===== config.mk =====
export PLATFORM = sky130hd
export DESIGN_NAME = arr_regs
export DESIGN_NICKNAME = d
export VERILOG_FILES = /design/src/design/arr_pkg.sv /design/src/design/arr_regs.sv
export SDC_FILE = /design/constraint.sdc
export NUM_CORES = 1
export LEC_CHECK = 0
export BUFFER_PORTS_ARGS = -buffer_cell sky130_fd_sc_hd__buf_2
export CORE_AREA = 2 2 108 162
export CTS_CLUSTER_SIZE = 24
export DETAILED_ROUTE_END_ITERATION = 6
export DIE_AREA = 0 0 110 164
export MAX_ROUTING_LAYER = met4
export PLACE_DENSITY = 0.59
export SKIP_CTS_REPAIR_TIMING = 1
export SYNTH_ARGS = -nofsm -noshare
export SYNTH_HDL_FRONTEND = slang
export SYNTH_SLANG_ARGS = --single-unit

===== constraint.sdc =====
create_clock -name clk_i -period 2.3 [get_ports clk_i]
set_input_delay 0.23 -clock clk_i [delete_from_list [all_inputs] [get_ports clk_i]]
set_output_delay 0.23 -clock clk_i [all_outputs]
set_load 0.01 [all_outputs]

===== src/design/arr_pkg.sv =====
package arr_pkg;

    // ************************************************************
    // Register offsets
    // ************************************************************
    localparam logic [7:0] OFS_CHG_CUR_LO   = 8'h47;
    localparam logic [7:0] OFS_AUX_IN_HI    = 8'h48;
    localparam logic [7:0] OFS_AUX_IN_LO    = 8'h49;
    localparam logic [7:0] OFS_SUP_VOLT_HI  = 8'h4a;
    localparam logic [7:0] OFS_SUP_VOLT_LO  = 8'h4b;
    localparam logic [7:0] OFS_SYS_RAIL_HI  = 8'h4c;
    localparam logic [7:0] OFS_SYS_RAIL_LO  = 8'h4d;
    localparam logic [7:0] OFS_IN_CUR_HI    = 8'h4e;
    localparam logic [7:0] OFS_IN_CUR_LO    = 8'h4f;
    localparam logic [7:0] OFS_ALARM1_HI    = 8'h52;
    localparam logic [7:0] OFS_ALARM1_LO    = 8'h53;

    // Result bytes live in one array, indexed from the first result offset
    localparam int         RES_COUNT        = 9;
    localparam logic [3:0] IDX_CHG_CUR_LO   = 4'h0;
    localparam logic [3:0] IDX_AUX_IN_HI    = 4'h1;
    localparam logic [3:0] IDX_SUP_VOLT_HI  = 4'h3;
    localparam logic [3:0] IDX_SYS_RAIL_HI  = 4'h5;
    localparam logic [3:0] IDX_IN_CUR_HI    = 4'h7;

    // ************************************************************
    // Reset values and field layout of the alarm registers
    // ************************************************************
    localparam logic [7:0] RST_ALARM1_HI    = 8'h23;
    localparam logic [7:0] RST_ALARM1_LO    = 8'h20;
    localparam int         LO_THR_MSB       = 7;
    localparam int         LO_THR_LSB       = 4;
    localparam int         LO_DIR_BIT       = 3;
    localparam int         LO_RSV_MSB       = 2;
    localparam logic [7:0] RDATA_NONE       = 8'h00;

    // ************************************************************
    // Channel select codes
    // ************************************************************
    localparam logic [2:0] CH_DISABLED      = 3'h0;
    localparam logic [2:0] CH_AUX_INPUT     = 3'h1;
    localparam logic [2:0] CH_THERMISTOR    = 3'h2;
    localparam logic [2:0] CH_BATTERY       = 3'h3;
    localparam logic [2:0] CH_CHARGE_CUR    = 3'h4;
    localparam logic [2:0] CH_SUPPLY_VOLT   = 3'h5;
    localparam logic [2:0] CH_SYSTEM_RAIL   = 3'h6;
    localparam logic [2:0] CH_INPUT_CUR     = 3'h7;

    typedef struct packed {
        logic        valid;
        logic [2:0]  chan;
        logic [15:0] data;
    } arr_sample_t;

    typedef struct packed {
        logic       wr;
        logic       rd;
        logic [7:0] addr;
        logic [7:0] wdata;
    } arr_req_t;

endpackage : arr_pkg


===== src/design/arr_regs.sv =====
`timescale 1ns/1ps

// How it works
// - Charge-current low result byte reads back at 0x47, read only.
// - Aux input result high byte at 0x48, low byte at 0x49, read only.
// - Supply voltage result high byte at 0x4a, low byte at 0x4b, read only.
// - System rail result high byte at 0x4c, low byte at 0x4d, read only.
// - Input current result high byte at 0x4e, low byte at 0x4f, read only.
// - Result bytes have no reset value; host writes never alter them.
// - Alarm one threshold bits 15:8 at 0x52, read-write, reset 0x23.
// - Register 0x53 resets to 0x20; upper nibble holds threshold bits 7:4.
// - Bit 3 of 0x53 picks alarm on falling below (0) or rising above (1).
// - Three-bit select picks monitored channel; code zero disables alarm one.
module arr_regs
    import arr_pkg::*;
#(
    parameter int RESULT_W = 16,
    parameter int THR_W    = 12
) (
    input  wire logic        clk_i,                     // 10 MHz clock
    input  wire logic        sys_rst_i,                 // Sync reset, active high
    input  wire arr_req_t    req_i,                     // Register request from bus engine
    input  wire arr_sample_t sample_i,                  // New conversion result
    input  wire logic [2:0]  alarm_one_channel_select_i,// Channel watched by alarm one
    output logic      [7:0]  rdata_o,                   // Read data, one cycle after rd
    output logic             rvalid_o,                  // Read data valid pulse
    output logic             alarm_one_event_o          // Alarm one crossing pulse
);

    // ************************************************************
    // Elaboration checks
    // ************************************************************
    if (RESULT_W != 16 || THR_W != 12) begin : g_bad_param
        $error("arr_regs supports only 16-bit results and 12-bit thresholds");
    end

    // ************************************************************
    // Result storage
    // ************************************************************
    logic [7:0]  res_ff [RES_COUNT];
    logic [3:0]  hi_idx;

    always_comb begin
        case (sample_i.chan)
            CH_AUX_INPUT:   hi_idx = IDX_AUX_IN_HI;
            CH_SUPPLY_VOLT: hi_idx = IDX_SUP_VOLT_HI;
            CH_SYSTEM_RAIL: hi_idx = IDX_SYS_RAIL_HI;
            CH_INPUT_CUR:   hi_idx = IDX_IN_CUR_HI;
            default:        hi_idx = IDX_CHG_CUR_LO;
        endcase
    end

    // Only the converter loads results; bus writes never reach this array
    always_ff @(posedge clk_i) begin
        if (sample_i.valid) begin
            if (sample_i.chan == CH_CHARGE_CUR) begin
                res_ff[IDX_CHG_CUR_LO] <= sample_i.data[7:0];
            end else if (hi_idx != IDX_CHG_CUR_LO) begin
                res_ff[hi_idx]        <= sample_i.data[15:8];
                res_ff[hi_idx + 4'h1] <= sample_i.data[7:0];
            end
        end
    end

    // ************************************************************
    // Alarm one configuration
    // ************************************************************
    logic [7:0] thr_hi_ff;
    logic [7:0] thr_lo_ff;

    always_ff @(posedge clk_i) begin
        if (sys_rst_i) begin
            thr_hi_ff <= RST_ALARM1_HI;
        end else if (req_i.wr && req_i.addr == OFS_ALARM1_HI) begin
            thr_hi_ff <= req_i.wdata;
        end
    end

    // Whole byte stored, including the reserved bits
    always_ff @(posedge clk_i) begin
        if (sys_rst_i) begin
            thr_lo_ff <= RST_ALARM1_LO;
        end else if (req_i.wr && req_i.addr == OFS_ALARM1_LO) begin
            thr_lo_ff <= req_i.wdata;
        end
    end

    // ************************************************************
    // Read path
    // ************************************************************
    logic [7:0] nxt_rdata;
    logic [7:0] rel_addr;

    assign rel_addr = req_i.addr - OFS_CHG_CUR_LO;

    always_comb begin
        nxt_rdata = RDATA_NONE;
        if (req_i.addr >= OFS_CHG_CUR_LO && req_i.addr <= OFS_IN_CUR_LO) begin
            nxt_rdata = res_ff[rel_addr[3:0]];
        end else if (req_i.addr == OFS_ALARM1_HI) begin
            nxt_rdata = thr_hi_ff;
        end else if (req_i.addr == OFS_ALARM1_LO) begin
            nxt_rdata = thr_lo_ff;
        end
    end

    always_ff @(posedge clk_i) begin
        if (sys_rst_i) begin
            rdata_o  <= RDATA_NONE;
            rvalid_o <= 1'b0;
        end else begin
            rvalid_o <= req_i.rd;
            if (req_i.rd) begin
                rdata_o <= nxt_rdata;
            end
        end
    end

    // ************************************************************
    // Alarm one comparator
    // ************************************************************
    logic [THR_W-1:0] thr_val;
    logic [THR_W-1:0] meas_top;
    logic             watch_hit;
    logic             cond_now;
    logic             cond_ff;

    // Low four result bits are ignored, as if the threshold ended in zeros below and in ones above
    assign thr_val   = {thr_hi_ff, thr_lo_ff[LO_THR_MSB:LO_THR_LSB]};
    assign meas_top  = sample_i.data[RESULT_W-1:RESULT_W-THR_W];
    assign watch_hit = sample_i.valid && alarm_one_channel_select_i != CH_DISABLED
                       && sample_i.chan == alarm_one_channel_select_i;
    assign cond_now  = thr_lo_ff[LO_DIR_BIT] ? (meas_top > thr_val)
                                             : (meas_top < thr_val);

    // Event only on entering the condition, so a steady level raises it once
    always_ff @(posedge clk_i) begin
        if (sys_rst_i) begin
            cond_ff           <= 1'b0;
            alarm_one_event_o <= 1'b0;
        end else begin
            alarm_one_event_o <= watch_hit && cond_now && !cond_ff;
            if (watch_hit) begin
                cond_ff <= cond_now;
            end
        end
    end
endmodule : arr_regs


# Word level (Yosys, flattened, before mapping)
# Memories as Yosys holds them, arrays and structs flattened.
# Cells that the tools add are included.
# totals
input_bits	43
out_inout_bits	10
ram_bits	72
n_memories	1
reg_bits	27
word_cells	47
# memory_table
name	words	width	rd	rd_ports_with_merged_regs	write_ports	line	rtl
res_ff	9	8	1	0	2	arr_regs.sv:40	logic [7:0] res_ff [RES_COUNT];
# op_classes
reduce_logical	11
magnitude_cmp	4
muxes	15
n_eq_ne	8
n_addsub	2
# ops
operator	count
2-to-1 mux 8 bit	4
== test 8 x 7 -> 1 bit (second input constant)	2
== test 3 bit (second input constant)	4
> comparator 12 bit	1
< comparator 12 bit	1
one-hot mux 3 bit (4 select lines)	1
2-to-1 mux 1 bit	9
>= comparator 8 x 7 -> 1 bit (second input constant)	1
<= comparator 8 x 7 -> 1 bit (second input constant)	1
OR reduction 8 bit	1
logical AND 1 bit	7
adder 4 x 1 -> 4 bit (second input constant)	1
2-to-1 mux 4 bit	1
nonzero test 4 bit	1
subtractor 4 x 3 -> 4 bit (second input constant)	1
== test 3 x 1 -> 1 bit (second input constant)	1
== test 3 bit	1
nonzero test 3 bit	1
zero test 1 bit	1

# Depth between registers and ports, before layout
# Gate-level depths: netlist of run 1.
# depth
ltp_word	9
ltp_mapped	9
depth_no_buf	7

# Worst setup path after synthesis of run 1
# OpenSTA, ideal clock, no wires.
# synth_timing
kind	input to register
from	input port req_i[8] in the netlist's numbering
to	register rdata_o[3]
setup_time_ps	140
arrival_time_ps	2193
n_path_buf	4
required_ps	2160
setup_slack_ps	-34
stages	9
cell_sequence	buf_2 -> buf_2 -> inv_1 -> ha_1 -> clkbuf_1 -> clkbuf_1 -> mux4_2 -> nand2_1 -> a31oi_1
# synth_via
elab_chain_len	4
word_cells_on_any_way	10
cone_classes	1 x add/sub; 2 x order compare; 2 x eq/ne; 3 x mux; 1 x reduce/logical; 1 x memory
# synth_lines
element	line	rtl
start, declared	arr_regs.sv:22	input wire arr_req_t req_i,
branches (longest 3 deep; another with memory (9 x 8 bit))	n/a	
2-to-1 mux 8 bit (*)	arr_regs.sv:98	if (req_i.addr >= OFS_CHG_CUR_LO && req_i.addr <= OFS_IN_CUR_LO) begin
end signal, assigned	arr_regs.sv:114	rdata_o <= nxt_rdata;
end, declared	arr_regs.sv:25	output logic [7:0] rdata_o,
# Mark *: on every way between the ends.
# A chain may end at the register's enable or synchronous reset.

# Worst setup path after layout of run 1
# layout_timing
from	register thr_hi_ff[6]
to	register alarm_one_event_o
# layout_via
elab_chain_len	4
word_cells_on_any_way	5
cone_classes	2 x order compare; 1 x mux; 2 x reduce/logical
# layout_lines
element	line	rtl
start, declared	arr_regs.sv:68	logic [7:0] thr_hi_ff;
start signal, assigned	arr_regs.sv:75	thr_hi_ff <= req_i.wdata;
< comparator 12 bit / > comparator 12 bit (equally long branches)	arr_regs.sv:134, arr_regs.sv:133	
2-to-1 mux 1 bit (*)	arr_regs.sv:133	assign cond_now = thr_lo_ff[LO_DIR_BIT] ? (meas_top > thr_val)
logical AND 1 bit (*) (2 in series)	arr_regs.sv:142	alarm_one_event_o <= watch_hit && cond_now && !cond_ff;
end signal, assigned	arr_regs.sv:142	
end, declared	arr_regs.sv:27	output logic alarm_one_event_o
# Every way passes the cells marked *; elsewhere a longest branch is shown, timed or not.

==> impl_metrics.ini, run 1 <==
[cts]
path_clk_slew_ps = 70
cts_made_buffers = 9
cts_max_level = 3
worstSkewPairLatency_ps = 350
cts_buffer_depth = 2
cts_tree = yes
cts_sinks = 99
cts_root_buf = clkbuf_16

[finish]
area_growth_pct = 18.8
fillers = 1639
drive_above_1_share = 0.234
diodes = 0
nets = 556
ff_latch_area_mm2 = 0.00270
multiInputGateArea_mm2 = 0.00186

[drt]
ant_nets = 0
drc = 0
drt_iter0_markers = 213
routedWlPerCell_um = 16.5
viasPerCell = 4.72
finalWirelength_mm = 11.8
dr.pass1.iters = 4
vias = 3369

[floorplan]
die_area_mm2 = 0.0180
num_rows = 58
io_pins = 53
dieHeight_um = 164
die-width_um = 110
initial_utilization = 0.293
design.core.area_mm2 = 0.0166

[worst_setup_path]
reg2reg_slack_ps = 230
cp.arrival_ps = 2310
end_kind = flip-flop
cp.required_ps = 2540
crit_type = reg2reg
path_max_fanout = 3
critPathLaunchType = flip-flop

[timing]
final_max_slew_viol_count = 0
tightest_slew_ps = 531
fin_crit_ps = 2070
relSlewSlack = 0.646
fmax_mhz = 483
period_share = 0.900
fin_skew_ps = 5.90
hold_viol_final = 0
finalWorstSetupSlack_ps = 229
tns_ps = 0
rsz0062_at_grt = no
setup_violations = 0

[logic_synthesis]
synth_ff_type = edfxtp_1
synth_nets = 490
ys_types = 48
yosysWarnings = 0
syn_inst = 433
yosysTopAreaCellShare = 0.444
synth-edff-count = 72
synth-seq-cells = 99
async_flop_share = 0
yosysMostFrequentCell = edfxtp_1
synth_area_leader_cell = edfxtp_1
ys_top_cells_by_count = edfxtp_1, inv_1, nor2_1
synth_area_leaders = edfxtp_1, dfxtp_1, mux4_2, inv_1, nor2_1
synth.avg_cell_area_um2 = 11.3
synth_area_mm2 = 0.00487
seq_area_frac_synth = 0.555

[placed_design]
pre_cts_ws_ps = 261
hpwl_mm = 9.43
numPortBuffers = 52
gp_congestion = 0.832

[worst_hold_path]
hold_class = in2reg

[run_status]
status = finished clean

[global_routing]
grt_pass1_vias = 3504
grt_max_degree = 27
gr-usage-all-layers = 0.142
grt.overflow.total = 0
grt_first_pass_wirelength_mm = 18.3
antenna_found_initial = 0

[power]
p_leak_uw = 0.00244
vdd_drop_max_v = 0.000398
power_density_mw_per_mm2 = 695

[run]
drv_cap = 0
==> final timing paths <==
check	cells after the start	startpoint	end
max reg2reg	7	thr_hi_ff[6]	alarm_one_event_o
max	7	thr_hi_ff[6]	alarm_one_event_o
min	1	sample_i[4]	res_ff[8][4]
min reg2reg	1	thr_hi_ff[0]	thr_hi_ff[0]
==> cell usage in the layout, fill, tap and decap left out, types with 2 or more instances in the layout <==
cell type  instances
a211o_1            4
a21oi_1           33
a21oi_2            7
a31oi_1            7
and3_1             2
buf_2             52
buf_4             21
clkbuf_16          9
dfxtp_1           27
edfxtp_1          72
ha_1              14
inv_1             63
inv_6              3
inv_8              2
mux2i_1           21
mux4_2            16
nand2_1           30
nand3_1            4
nand3b_1           8
nand4_1            2
nor2_1            59
nor2b_1            3
nor3_1             5
o21a_1             2
o21ai_0            3
o221ai_1           7
or3_1              2
xnor2_1            2
xor2_1             3
==> worst max-delay path, cell delays in order, from the launching register on <==
cell     delay [ps]
dfxtp_1         370
inv_1           100
ha_1            310
nand4_1         120
or3_1           420
o21ai_0         290
nor3_1           80
mux2_2          270
==> through the flow <==
step            util  hold slack [ps]  cells  total power, uW  instance area [um2]
2_1_floorplan      -              329    433             2290                 4870
3_3_place_gp   0.330              480    698             2450                 5480
4_1_cts        0.348              121    714             4050                 5790
5_1_grt        0.348              131    714             4180                 5790
6_report       0.348              136    714             4020                 5790
3_5_place_dp   0.330              488    698             2470                 5480
==> area by class of cell <==
class	instances	share of cell area
sequential	99	0.467
multi-input combinational	253	0.321
timing repair buffer	73	0.0722
tap	210	0.0454
inverter	63	0.0408
clock buffer	9	0.0389
clock inverter	7	0.0151
==> routing by layer <==
metal  vias up  global-route usage  share of wire
li1       1659                   -              -
met1      1629               0.136           0.35
met2        56               0.269           0.59
met3        25              0.0246          0.031
met4         0              0.0621          0.029
met5         -                   -              0
==> where the power goes <==
group / internal (uW) / total (uW) / leakage (uW) / switching [uW]
combinational: 182 / 424 / 0.00141 / 242
sequential: 1980 / 2000 / 0.000875 / 17.2
clock: 873 / 1600 / 0.000155 / 731
==> sequential cells by signal (all words and copies together) (netlist names) <==
name,flops
rdata_o,8
res_ff,72
rvalid_o,1
thr_lo_ff,8
cond_ff,1
thr_hi_ff,8
alarm_one_event_o,1
==> cells by family after synthesis <==
kind of cell	synth area share
AO/OA/AOI/OAI	0.0950
multiplexers	0.119
flip-flops	0.555
XOR/XNOR	0.00899
adder cells (fa/ha/maj)	0.0360
buffers and inverters	0.0642
AND/OR/NAND/NOR	0.122
No activity file was read; power rests on OpenSTA's default activity.
==> inputs of run 2 (changes only) <==
PLACE_DENSITY = 0.58   (was 0.59)
clock period = 2.4 ns   (was 2.3 ns; I/O delays follow)
==> run 2 against run 1 <==
Clock skew about the same; combinational power down 4%; clock-buffer cell count unchanged; core utilization down 0.18 points; die area unchanged; cell area down 0.52%; highest routed layer unchanged.
==> impl_metrics.ini, run 2 (synthesis results as in run 1) <==
[floorplan]
dieHeight_um = 164
design.core.area_mm2 = 0.0166
initial_utilization = 0.293
die_area_mm2 = 0.0180
die-width_um = 110
io_pins = 53
num_rows = 58

[timing]
final_max_slew_viol_count = 0
rsz0062_at_grt = no
finalWorstSetupSlack_ps = 367
tightest_slew_ps = 557
relSlewSlack = 0.629
period_share = 0.847
fin_crit_ps = 2030
setup_violations = 0
hold_viol_final = 0
fmax_mhz = 492
fin_skew_ps = 5.65
whs_ps = 147
tns_ps = 0

[worst_setup_path]
cp.required_ps = 2650
reg2reg_slack_ps = 370
path_max_fanout = 3
rr_endpoint = alarm_one_event_o
r2r_start = thr_hi_ff[7]
reg2reg_depth = 7
crit_end = alarm_one_event_o
crit_type = reg2reg
cp-startpoint = thr_hi_ff[7]
cp.arrival_ps = 2280
critPathLaunchType = flip-flop
end_kind = flip-flop

[power]
p_int_uw = 2800
p_sw_frac = 0.254
seq_power_share = 0.509
vdd_drop_max_v = 0.000329
power_uw = 3760
power_density_mw_per_mm2 = 653
p_leak_uw = 0.00242
power_frac_comb = 0.108
power_switching_uw = 957
clock_power_share = 0.383

[finish]
design_area_mm2 = 0.00576
area_growth_pct = 18.2
nets = 555
layout_commonest_cell = edfxtp_1
largest_register_ffs = 72
diodes = 0
final_cell_mix = edfxtp_1, inv_1, nor2_1
top_register = res_ff
drive_above_1_share = 0.233

[global_routing]
grt_first_pass_wirelength_mm = 18.8
gr-usage-all-layers = 0.145
antenna_found_initial = 0
grt_max_degree = 27
grt_pass1_vias = 3596
grt.overflow.total = 0

[cts]
cts_root_buf = clkbuf_16
cts_sinks = 99
cts_made_buffers = 9
cts_buffer_depth = 2
worstSkewPairLatency_ps = 350
cts_max_level = 3
path_clk_slew_ps = 80
cts_tree = yes

[drt]
drt_iter0_markers = 246
dr.pass1.iters = 4
ant_nets = 0
drc = 0
vias = 3360
viasPerCell = 4.71
routedWlPerCell_um = 16.3
finalWirelength_mm = 11.6

[worst_hold_path]
hold_class = in2reg

[placed_design]
gp_congestion = 0.853
hpwl_mm = 9.34
pre_cts_ws_ps = 382
dpl_cell_area_mm2 = 0.00547
numPortBuffers = 52

[run_status]
status = finished clean

[run]
drv_cap = 0
[run 2: cell types whose count changed in the layout (fill, tap and decap cells not counted), sizes merged]
cell	delta
buf	-1
bufinv	-1
clkinv	+1
[run 2: area by class of cell]
cell class	instances	area [um2]
fillers	1667	10900
flip-flops and latches	99	2700
multi-input cells	253	1860
repair buffers	72	410
well taps	210	263
inverters	63	236
clock buffers	9	225
clock inverters	7	65.1
[run 2: worst min path at each step]
| stage | endpoint | start | slack, ps | cells after the start |
|---|---|---|---|---|
| global route | thr_hi_ff[4] | req_i[4] | 150 | 3 |
| detailed placement | thr_hi_ff[1] | thr_hi_ff[1] | 480 | 1 |
| CTS | thr_hi_ff[2] | req_i[2] | 140 | 3 |
| floorplan | res_ff[8][0] | sample_i[0] | 340 | 0 |
| global placement | thr_hi_ff[0] | thr_hi_ff[0] | 480 | 1 |
| finish | thr_hi_ff[3] | req_i[3] | 150 | 3 |
[run 2: per-stage QoR]
stage	util	std cells
2_1_floorplan	-	433
4_1_cts	0.347	713
5_1_grt	0.347	713
6_report	0.347	713
3_3_place_gp	0.329	697
3_5_place_dp	0.329	697
[run 2: worst max-delay path, stage by stage (launching register included)]
cell     delay (ps)
dfxtp_1         350
inv_1            50
ha_1            320
nand4_1         130
or3_1           410
o21ai_0         310
nor3_1           90
mux2_2          270
[run 2: metal layers]
| metal | vias up | GRT usage | share of wire |
|---|---|---|---|
| li1 | 1657 | - | - |
| met1 | 1629 | 0.144 | 0.36 |
| met2 | 58 | 0.276 | 0.59 |
| met3 | 16 | 0.0246 | 0.032 |
| met4 | 0 | 0.0529 | 0.019 |
| met5 | - | - | 0 |
[run 2: power groups by stage]
stage                     clock network [uW]  registers [uW]  logic, uW
after floorplan                            0            1950        242
after global placement                     0            1950        400
after detailed placement                   0            1950        410
after CTS                               1460            1910        413
after global routing                    1530            1920        455
final                                   1440            1910        406
